## src/shared/ucd_regs.svh

```systemverilog
// Purpose: Addresses, fields and codes of the run-time register bank
// Assumes: 16-bit internal byte space, 8-bit registers
// Notes:   Definitions only
`ifndef UCD_REGS_SVH
`define UCD_REGS_SVH

`define UCD_SMB_ADDR     7'h2d
`define UCD_PAGE_CMD     8'hff
`define UCD_PAGE_RESET   8'h30
`define UCD_UNMAPPED     8'h00
`define UCD_STAT_MASK    8'h0f

`define UCD_A_UPDET      16'h30e2
`define UCD_A_CUSTCTL    16'h30e3
`define UCD_A_CUSTSTAT   16'h30e4
`define UCD_A_PWRSTAT    16'h30e5
`define UCD_A_OCSTAT     16'h30e6
`define UCD_A_MODE       16'h30ec
`define UCD_A_MASK       16'h30ed
`define UCD_A_PORTABLE   16'h30ee
`define UCD_A_PORT_SELECT_SUSPEND   16'h318b
`define UCD_A_CONNECT    16'h318e
`define UCD_A_P0CTL1     16'h6100
`define UCD_A_P0CTL2     16'h6101
`define UCD_A_P0RUN      16'h6102
`define UCD_A_P0DET      16'h6103

`define UCD_RW_COUNT     10
`define UCD_IX_CUSTCTL   4'h0
`define UCD_IX_MODE      4'h1
`define UCD_IX_MASK      4'h2
`define UCD_IX_PORTABLE  4'h3
`define UCD_IX_PORT_SELECT_SUSPEND  4'h4
`define UCD_IX_CONNECT   4'h5
`define UCD_IX_P0CTL1    4'h6
`define UCD_IX_P0CTL2    4'h7
`define UCD_IX_P0RUN     4'h8
`define UCD_IX_P0DET     4'h9
`define UCD_IX_NONE      4'hf

`define UCD_UPDET_RESET  8'h02
`define UCD_CLASS_MSB    7
`define UCD_CLASS_LSB    5
`define UCD_DONE_BIT     4
`define UCD_DBG_BIT      3
`define UCD_CODE_MSB     2
`define UCD_CODE_LSB     1
`define UCD_TRIG_BIT     0

`define UCD_MODE_EXT_BIT 0
`define UCD_MSK_VBUS_BIT 0
`define UCD_MSK_CFG_BIT  1
`define UCD_MSK_CHG_BIT  2

`define UCD_CLS_DCP      3'h1
`define UCD_CLS_CDP      3'h2
`define UCD_CLS_LOW      3'h4
`define UCD_CLS_HIGH     3'h5
`define UCD_CLS_SUPER    3'h6

`define UCD_CUR_NONE     2'h0
`define UCD_CUR_100      2'h1
`define UCD_CUR_500      2'h2
`define UCD_CUR_1000     2'h3

`define UCD_BIT_LAST     4'h8
`define UCD_RBIT_LAST    4'h7
`endif

```

## src/shared/ucd_pkg.sv

```systemverilog
// Purpose: Types of the charger-detect register bank
// Assumes: ucd_regs.svh on the include path
// Notes:   One packed state struct per module
package ucd_pkg;
`include "ucd_regs.svh"

	typedef enum logic [2:0] {
		smb_idle,
		smb_addr,
		smb_addr_ack,
		smb_wdata,
		smb_wack,
		smb_rdata,
		smb_rack
	} ucd_smb_state_t;

	typedef struct packed {
		logic s1;
		logic s2;
	} ucd_sync_t;

	typedef struct packed {
		ucd_smb_state_t                 st;
		logic [7:0]                     sh;
		logic [3:0]                     cnt;
		logic                           rw;
		logic                           scl_q;
		logic                           sda_q;
		logic                           sda_oe;
		logic [7:0]                     page;
		logic [7:0]                     cmd;
		logic [15:0]                    ptr;
		logic [1:0]                     idx;
		logic [`UCD_RW_COUNT-1:0][7:0]  rw_regs;
		logic [2:0]                     cls;
		logic                           done;
		logic                           dbg;
		logic [1:0]                     code;
		logic                           trig;
		logic                           start;
		logic                           ext;
		logic [7:0]                     rd_data;
	} ucd_top_t;
endpackage : ucd_pkg

```

## src/core/ucd_top.sv

```systemverilog
// Purpose: SMBus slave and run-time register bank with charger detect control
// Assumes: Front end and status inputs on clock_i; SMBus pins asynchronous
// Notes:   Command byte is the low address byte; page supplies the high byte
//
// Notes on behaviour
// RULE1: Run-time registers sit at 0x30E2 through 0x6103, reachable over SMBus.
// RULE2: Host sets the page register before touching any run-time register.
// RULE3: Detect register resets to 0x02; class field ignores writes. Register reads 0x00 after reset; code bits follow the decode.
// RULE4: Extended mode reports the full eight-code charger class set.
// RULE5: Without extended mode both port types report 001; 010 never appears. A class of 010 latched in extended mode stays until the next completion.
// RULE6: Done flag is read-only, set on completion, cleared on manual trigger.
// RULE7: Bits 2:1 give the allowed-current code 00 to 11.
// RULE8: Only conditions enabled in the detect mask feed the current code.
// RULE9: Writing 1 to bit 0 starts manual detection; reads 1 while running.
// RULE10: Trigger bit clears itself when the sequence finishes.
// RULE11: Writing 0 to the trigger does nothing; 0 reads as idle or finished.
// RULE12: Software never triggers manual detection while the hub operates.
// RULE13: Class, code, done and trigger all update in one cycle.
`timescale 1ns/1ps
module ucd_top
	import ucd_pkg::*;
(
	// System
	input  wire logic       clock_i,
	input  wire logic       reset_i,
	// SMBus pins
	input  wire logic       scl_i,
	input  wire logic       sda_i,
	output logic            sda_o,
	output logic            sda_oe_o,
	// Detection front end
	input  wire logic       det_done_i,
	input  wire logic [2:0] det_class_i,
	output logic            det_start_o,
	output logic            det_ext_o,
	// Status sources
	input  wire logic       vbus_present_i,
	input  wire logic       configured_i,
	input  wire logic [7:0] custom_status_i,
	input  wire logic [7:0] port_power_status_i,
	input  wire logic [7:0] overcurrent_status_i
);
	localparam logic [7:0] UPDET_RST = `UCD_UPDET_RESET;

	ucd_top_t   r_reg;
	ucd_top_t   r_next;
	logic       scl_s;
	logic       sda_s;
	logic [2:0] dec_class;
	logic [1:0] dec_code;
	logic [2:0] cls_src;
	logic       sda_low;
	logic       rd_p;
	logic       wr_p;

	ucd_sync u_scl (
		.clock_i (clock_i),
		.reset_i (reset_i),
		.d_i     (scl_i),
		.q_o     (scl_s)
	);

	ucd_sync u_sda (
		.clock_i (clock_i),
		.reset_i (reset_i),
		.d_i     (sda_i),
		.q_o     (sda_s)
	);

	// Class in the done cycle comes straight from the front end
	assign cls_src = det_done_i ? det_class_i : r_reg.cls;

	ucd_detect_decode u_dec (
		.raw_class_i (cls_src),
		.ext_i       (r_reg.ext),
		.mask_i      (r_reg.rw_regs[`UCD_IX_MASK]),
		.vbus_i      (vbus_present_i),
		.cfg_i       (configured_i),
		.class_o     (dec_class),
		.code_o      (dec_code)
	);

	function automatic logic [3:0] rw_index(input logic [15:0] a);
		case (a)
			`UCD_A_CUSTCTL:  rw_index = `UCD_IX_CUSTCTL;
			`UCD_A_MODE:     rw_index = `UCD_IX_MODE;
			`UCD_A_MASK:     rw_index = `UCD_IX_MASK;
			`UCD_A_PORTABLE: rw_index = `UCD_IX_PORTABLE;
			`UCD_A_PORT_SELECT_SUSPEND: rw_index = `UCD_IX_PORT_SELECT_SUSPEND;
			`UCD_A_CONNECT:  rw_index = `UCD_IX_CONNECT;
			`UCD_A_P0CTL1:   rw_index = `UCD_IX_P0CTL1;
			`UCD_A_P0CTL2:   rw_index = `UCD_IX_P0CTL2;
			`UCD_A_P0RUN:    rw_index = `UCD_IX_P0RUN;
			`UCD_A_P0DET:    rw_index = `UCD_IX_P0DET;
			default:         rw_index = `UCD_IX_NONE;
		endcase
	endfunction : rw_index

	always_comb begin
		logic       rise;
		logic       fall;
		logic [7:0] rd;
		logic [7:0] wd;
		logic [3:0] ix;
		rise   = 1'b0;
		fall   = 1'b0;
		rd     = `UCD_UNMAPPED;
		wd     = r_reg.sh;
		ix     = `UCD_IX_NONE;
		wr_p   = 1'b0;
		rd_p   = 1'b0;
		r_next = r_reg;
		rise   = scl_s && !r_reg.scl_q;
		fall   = !scl_s && r_reg.scl_q;
		r_next.scl_q = scl_s;
		r_next.sda_q = sda_s;
		r_next.start = 1'b0;
		r_next.ext   = r_reg.rw_regs[`UCD_IX_MODE][`UCD_MODE_EXT_BIT];

		// SMBus bit engine; SDA only moves while SCL is low
		if (scl_s && r_reg.scl_q && r_reg.sda_q && !sda_s) begin
			r_next.st     = smb_addr;
			r_next.cnt    = '0;
			r_next.sda_oe = 1'b0;
			r_next.idx    = '0;
		end else if (scl_s && r_reg.scl_q && !r_reg.sda_q && sda_s) begin
			r_next.st     = smb_idle;
			r_next.sda_oe = 1'b0;
		end else begin
			unique case (r_reg.st)
				smb_idle: begin
				end
				smb_addr, smb_wdata: begin
					if (rise) begin
						r_next.sh  = {r_reg.sh[6:0], sda_s};
						r_next.cnt = r_reg.cnt + 4'h1;
					end else if (fall && r_reg.cnt == `UCD_BIT_LAST) begin
						r_next.cnt = '0;
						if (r_reg.st == smb_wdata) begin
							r_next.sda_oe = 1'b1;
							r_next.st     = smb_wack;
							wr_p          = 1'b1;
						end else if (r_reg.sh[7:1] == `UCD_SMB_ADDR) begin
							r_next.rw     = r_reg.sh[0];
							r_next.sda_oe = 1'b1;
							r_next.st     = smb_addr_ack;
						end else begin
							r_next.st = smb_idle;
						end
					end
				end
				smb_addr_ack, smb_wack, smb_rack: begin
					if (r_reg.st == smb_rack && rise && sda_s) begin
						// Master NACK ends the read
						r_next.st = smb_idle;
					end else if (fall) begin
						if (r_reg.st == smb_wack || !r_reg.rw) begin
							r_next.sda_oe = 1'b0;
							r_next.st     = smb_wdata;
						end else begin
							r_next.sh     = r_reg.rd_data;
							r_next.sda_oe = ~r_reg.rd_data[7];
							r_next.cnt    = '0;
							r_next.st     = smb_rdata;
							rd_p          = 1'b1;
						end
					end
				end
				smb_rdata: begin
					if (fall) begin
						if (r_reg.cnt == `UCD_RBIT_LAST) begin
							r_next.sda_oe = 1'b0;
							r_next.st     = smb_rack;
						end else begin
							r_next.sh     = {r_reg.sh[6:0], 1'b0};
							r_next.sda_oe = ~r_reg.sh[6];
							r_next.cnt    = r_reg.cnt + 4'h1;
						end
					end
				end
				// Unused state code falls back to idle
				default: begin
					r_next.st     = smb_idle;
					r_next.sda_oe = 1'b0;
				end
			endcase
		end

		// Completion of manual or automatic detection
		if (det_done_i) begin
			r_next.cls  = dec_class; // RULE13
			r_next.done = 1'b1; // RULE6
			r_next.trig = 1'b0; // RULE10
		end
		r_next.code = dec_code; // RULE7

		// Framing: first byte is the command, the rest data
		if (wr_p) begin
			if (r_reg.idx == 2'h0) begin
				r_next.cmd = wd;
				r_next.idx = 2'h1;
				if (wd != `UCD_PAGE_CMD) begin
					r_next.ptr = {r_reg.page, wd}; // RULE2
				end
			end else if (r_reg.cmd == `UCD_PAGE_CMD) begin
				if (r_reg.idx == 2'h1) begin
					r_next.page = wd;
				end
				r_next.idx = 2'h2;
			end else begin
				r_next.ptr = r_reg.ptr + 16'h1;
				if (r_reg.ptr == `UCD_A_UPDET) begin
					// Class, done and code fields are not writable
					r_next.dbg = wd[`UCD_DBG_BIT]; // RULE3
					if (wd[`UCD_TRIG_BIT] && !r_reg.trig) begin
						r_next.trig  = 1'b1; // RULE9
						r_next.start = 1'b1;
						// Set wins when completion lands this cycle
						if (!det_done_i) begin
							r_next.done = 1'b0; // RULE6
						end
					end // RULE11
				end else begin
					ix = rw_index(r_reg.ptr); // RULE1
					if (ix != `UCD_IX_NONE) begin
						r_next.rw_regs[ix] = wd;
					end
				end
			end
		end else if (rd_p) begin
			r_next.ptr = r_reg.ptr + 16'h1;
		end

		// Read data prepared ahead of the next SCL fall
		case (r_reg.ptr)
			`UCD_A_UPDET: begin
				rd[`UCD_CLASS_MSB:`UCD_CLASS_LSB] = r_reg.cls;
				rd[`UCD_DONE_BIT]                 = r_reg.done;
				rd[`UCD_DBG_BIT]                  = r_reg.dbg;
				rd[`UCD_CODE_MSB:`UCD_CODE_LSB]   = r_reg.code;
				rd[`UCD_TRIG_BIT]                 = r_reg.trig; // RULE9
			end
			`UCD_A_CUSTSTAT: rd = custom_status_i & `UCD_STAT_MASK;
			`UCD_A_PWRSTAT:  rd = port_power_status_i;
			`UCD_A_OCSTAT:   rd = overcurrent_status_i;
			default: begin
				ix = rw_index(r_reg.ptr); // RULE1
				if (ix != `UCD_IX_NONE) begin
					rd = r_reg.rw_regs[ix];
				end
			end
		endcase
		r_next.rd_data = rd;
	end

	always_ff @(posedge clock_i) begin
		if (reset_i) begin
			r_reg       <= '0;
			r_reg.scl_q <= 1'b1;
			r_reg.sda_q <= 1'b1;
			r_reg.page  <= `UCD_PAGE_RESET;
			r_reg.cls   <= UPDET_RST[`UCD_CLASS_MSB:`UCD_CLASS_LSB]; // RULE3
			r_reg.done  <= UPDET_RST[`UCD_DONE_BIT];
			r_reg.dbg   <= UPDET_RST[`UCD_DBG_BIT];
			r_reg.code  <= UPDET_RST[`UCD_CODE_MSB:`UCD_CODE_LSB];
			r_reg.trig  <= UPDET_RST[`UCD_TRIG_BIT];
		end else begin
			r_reg <= r_next;
		end
	end

	// Open drain: only ever pulls low
	assign sda_low     = 1'b0;
	assign sda_o       = sda_low;
	assign sda_oe_o    = r_reg.sda_oe;
	assign det_start_o = r_reg.start;
	assign det_ext_o   = r_reg.ext;
endmodule : ucd_top

```

## src/core/ucd_sync.sv

```systemverilog
// Purpose: Two-flop synchroniser for one pin
// Assumes: Input asynchronous to clock_i
// Notes:   Only the second flop is visible
`timescale 1ns/1ps
module ucd_sync
	import ucd_pkg::*;
(
	// System
	input  wire logic clock_i,
	input  wire logic reset_i,
	// Data
	input  wire logic d_i,
	output logic      q_o
);
	ucd_sync_t s_reg;
	ucd_sync_t s_next;

	always_comb begin
		s_next.s1 = d_i;
		s_next.s2 = s_reg.s1;
	end

	// Idle bus level is high
	always_ff @(posedge clock_i) begin
		if (reset_i) begin
			s_reg <= '1;
		end else begin
			s_reg <= s_next;
		end
	end

	assign q_o = s_reg.s2;
endmodule : ucd_sync

```

## src/core/ucd_detect_decode.sv

```systemverilog
// Purpose: Charger class remap and allowed-current encoding
// Assumes: Raw class uses the extended encoding
// Notes:   Purely combinational
`timescale 1ns/1ps
module ucd_detect_decode
	import ucd_pkg::*;
(
	// Detection result
	input  wire logic [2:0] raw_class_i,
	input  wire logic       ext_i,
	// Conditions
	input  wire logic [7:0] mask_i,
	input  wire logic       vbus_i,
	input  wire logic       cfg_i,
	// Results
	output logic [2:0]      class_o,
	output logic [1:0]      code_o
);
	logic charger;

	always_comb begin
		class_o = raw_class_i;
		// Both port types fold into one code without extended mode
		if (!ext_i && raw_class_i == `UCD_CLS_CDP) begin
			class_o = `UCD_CLS_DCP; // RULE5
		end
		charger = (raw_class_i == `UCD_CLS_DCP) || (raw_class_i == `UCD_CLS_CDP) ||
			(raw_class_i == `UCD_CLS_LOW) || (raw_class_i == `UCD_CLS_HIGH) ||
			(raw_class_i == `UCD_CLS_SUPER); // RULE4
		if (mask_i[`UCD_MSK_CHG_BIT] && charger) begin
			code_o = `UCD_CUR_1000; // RULE7
		end else if (mask_i[`UCD_MSK_CFG_BIT] && cfg_i) begin
			code_o = `UCD_CUR_500; // RULE8
		end else if (mask_i[`UCD_MSK_VBUS_BIT] && vbus_i) begin
			code_o = `UCD_CUR_100;
		end else begin
			code_o = `UCD_CUR_NONE;
		end
	end
endmodule : ucd_detect_decode

```

## config.mk

```make
export PLATFORM = sky130hd
export DESIGN_NAME = ucd_top
export DESIGN_NICKNAME = d
export VERILOG_FILES = /design/src/shared/ucd_pkg.sv /design/src/core/ucd_top.sv /design/src/core/ucd_sync.sv /design/src/core/ucd_detect_decode.sv
export VERILOG_INCLUDE_DIRS = /design/src /design/src/shared
export SDC_FILE = /design/constraint.sdc
export NUM_CORES = 1
export LEC_CHECK = 0
export ABC_CLOCK_PERIOD_IN_PS = 6800
export BUFFER_PORTS_ARGS = -buffer_cell sky130_fd_sc_hd__buf_2
export CELL_PAD_IN_SITES_DETAIL_PLACEMENT = 0
export CELL_PAD_IN_SITES_GLOBAL_PLACEMENT = 1
export CORE_MARGIN = 5
export CORE_UTILIZATION = 34
export DETAILED_ROUTE_END_ITERATION = 16
export GPL_TIMING_DRIVEN = 0
export PLACE_DENSITY = 0.61
export SLEW_MARGIN = 0
export SYNTH_ARGS = -nofsm -noshare
export SYNTH_HDL_FRONTEND = slang
export SYNTH_SLANG_ARGS = --single-unit
```

## constraint.sdc

```tcl
create_clock -name clock_i -period 6.8 [get_ports clock_i]
set_clock_uncertainty 0.05 [all_clocks]
set_input_delay 1.02 -clock clock_i [delete_from_list [all_inputs] [get_ports clock_i]]
set_output_delay 1.02 -clock clock_i [all_outputs]
set_load 0.01 [all_outputs]
```

==> results.toml <==
[outcome]
status = "finished, final reports clean"

[timing]
setup_tns_ps = 0
maxSlewViolCount = 0
holdWs_ps = 355
slew_headroom = 0.337
period_needed_ps = 3900
tightest_slew_ps = 988
finalHoldViolations = 0
setup_slack_ps = 2900
finalCritPeriodShare = 0.574
max_freq_mhz = 256
rsz0062_at_grt = "false"
setup_violations = 0

[pwr]
total_power_mw = 1.97
power_density_nw_per_um2 = 225
p_leak_nw = 3.04
max-vdd-ir-drop_mv = 0.111

[cells_and_area]
antennaDiodeCount = 0
drive_above_1_share = 0.115
syn_to_final_growth_pct = 14.3
fin_util = 0.398
fillCellCount = 2287
fin_nets = 1026

[drt]
dr.first_iter.drc_count = 455
dr.pass1.iters = 5
vias = 6987
viasPerCell = 5.46
ant_nets = 0
wire_per_inst_um = 20.4
routed_wl_um = 26100
drc = 0

[global_routing]
grt_max_degree = 19
grt_pass1_vias = 6508
grt_use_total = 0.200
antenna_found_initial = 0
overflow = 0
grt_pass1_wl_um = 39700

[clocking]
holdBufCountCts = 0
cts_made_buffers = 17
cts_setup_buffers = 0
clkLatencyLatePin_ps = 440
root_buffer = "clkbuf_16"
clock_sinks = 155
post_cts_resized = 0
clockBufferDepth = 2
cts_tree = "done"
h-tree-depth = 4
path_clk_slew_ps = 70

[placed_design]
gp_congestion = 0.837
post-place-ws_ps = 2970
place_hpwl_um = 19000
numPortBuffers = 30

[min_path]
worstHoldStart = "u_scl.s_next[0]"
hold_path_class = "flop to flop"

[worst_setup_path]
slowest_delay_ps = 600
crit_path_end_kind = "flop"
r2r-start = "r_reg[100]"
cp-startpoint = "r_reg[100]"
cp.required_ps = 7110
arrival_ps = 4210
critPathKind = "flop to flop"
cpLargestDelayFamily = "simple AND/OR/NAND/NOR gates"
cpMaxStageDelayCell = "or4b_1"
cp_common_cell = "a21oi_1"
critPathBufInv = 2
crit_fanout = 8
cp-start-kind = "flop"
path_cells = "ha_1, clkbuf_1, mux2i_1, or4b_1, a21oi_1, nor3_1, or3_1, buf_2, nor4_1, o22ai_1, a21oi_1"

[synth]
synthArstFlopShare = 0
ys_seq_area_frac = 0.406
synth-edff-count = 0
ys_warn_count = 0
synth_nets = 977
netlist_instances = 937
synth_cell_type_count = 78
synth_ff_type = "dfxtp_1"
syn_avg_cell_area_um2 = 8.16
synth_seq_cells = 155
syn_area_um2 = 7650

[die]
die_h_um = 160
dieArea_um2 = 25600
placementRows = 54
die_w_um = 160
ios = 38
start_util = 0.348
core-area_um2 = 22000

[run]
maxCapViolCount = 0
routing by layer:
layer | wire length, um | part of all wire | track usage | up-vias
li1 | - | - | - | 3456
met5 | 0 | 0 | 0 | -
met1 | 12000 | 0.46 | 0.274 | 3312
met2 | 12100 | 0.46 | 0.320 | 179
met4 | 825 | 0.032 | 0.0735 | 0
met3 | 1110 | 0.043 | 0.0322 | 40
Yosys cell counts (3+ instances only):
cell	instances	area share
and2_1	5	0.0041
mux2_2	3	0.0044
buf_1	3	0.0015
nand2_1	142	0.070
o21ai_0	33	0.022
nand4b_1	3	0.0034
nand4_1	7	0.0057
ha_1	6	0.0098
nor4_1	7	0.0057
o21a_1	3	0.0029
nor2b_1	6	0.0049
a222oi_1	8	0.010
a21o_1	5	0.0049
a311oi_1	3	0.0034
or2_2	10	0.0082
a2111oi_0	3	0.0034
nand2b_1	13	0.011
a21oi_1	96	0.063
a211oi_1	18	0.018
a22oi_1	10	0.0098
inv_1	8	0.0039
buf_2	6	0.0039
mux2i_1	64	0.084
o31ai_1	6	0.0059
nand2_2	3	0.0025
clkbuf_1	44	0.022
or3_1	3	0.0025
dfxtp_1	155	0.41
nand3b_1	3	0.0029
a31oi_1	6	0.0049
nand3_1	31	0.020
o22ai_1	18	0.015
nor2_1	115	0.056
nor3_1	26	0.017
buf_6	7	0.010
power breakdown:
group | total, mW | internal [mW] | switching, mW
clock | 0.966 | 0.497 | 0.470
sequential | 0.920 | 0.913 | 0.00698
combinational | 0.0803 | 0.0229 | 0.0574
total | 1.97 | 1.43 | 0.534
path summary, 6_finish.rpt:
kind	to	slack [ps]	depth (start not counted)
hold / removal	u_scl.q_o	360	1
setup reg to reg	r_reg[4]	2900	11
setup / recovery	r_reg[4]	2900	11
hold reg to reg	u_scl.q_o	360	1
per-stage QoR:
stage          cells  area, um2
5_1_grt         1279       8740
4_1_cts         1279       8740
6_report        1279       8740
2_1_floorplan    937       7650
3_5_place_dp    1247       8150
3_3_place_gp    1247       8150
worst register-to-register path: stages, from the launching register on:
cell,delay [ps]
dfxtp_1,440
ha_1,180
clkbuf_1,360
mux2i_1,130
or4b_1,600
a21oi_1,340
nor3_1,180
or3_1,400
buf_2,170
nor4_1,580
o22ai_1,240
a21oi_1,170
layout make-up:
class	instances	area, um2	area share
multi-input combinational	707	4160	0.476
timing repair buffer	30	150	0.0172
tap	280	350	0.0401
buffer	67	353	0.0404
clock inverter	15	165	0.0189
sequential	155	3100	0.355
clock buffer	17	425	0.0487
inverter	8	30.0	0.00344
logic make-up after synthesis:
| kind of cell | after synthesis | synth area share |
|---|---|---|
| compound gates | 240 | 0.208 |
| xor+xnor | 1 | 0.00115 |
| fa+ha+maj | 6 | 0.00981 |
| buf+inv | 75 | 0.0500 |
| flops | 155 | 0.406 |
| mux | 69 | 0.0921 |
| other cells | 1 | 0.000490 |
| simple gates | 390 | 0.233 |
cells in the final DEF (no fill, tap or decap), drive strengths merged, types with 5 or more instances in the layout:
cell type  synthesis  final
o21ai             33     33
buf               18     48
a21o               5      5
mux2               5      5
a31oi              6      6
a211oi            18     18
a22oi             10     10
dfxtp            155    155
a222oi             8      8
a21oi             97     97
nand3             31     31
ha                 6      6
nor3              28     28
o22ai             18     18
or2               10     10
nor4               7      7
nand2b            13     13
nor2             117    117
clkbuf            48     65
mux2i             64     64
nand4              7      7
nor2b              6      6
nand2            145    145
o31ai              7      7
inv                8     18
and2               5      5
Note: power is estimated with default switching activity, not from simulation.
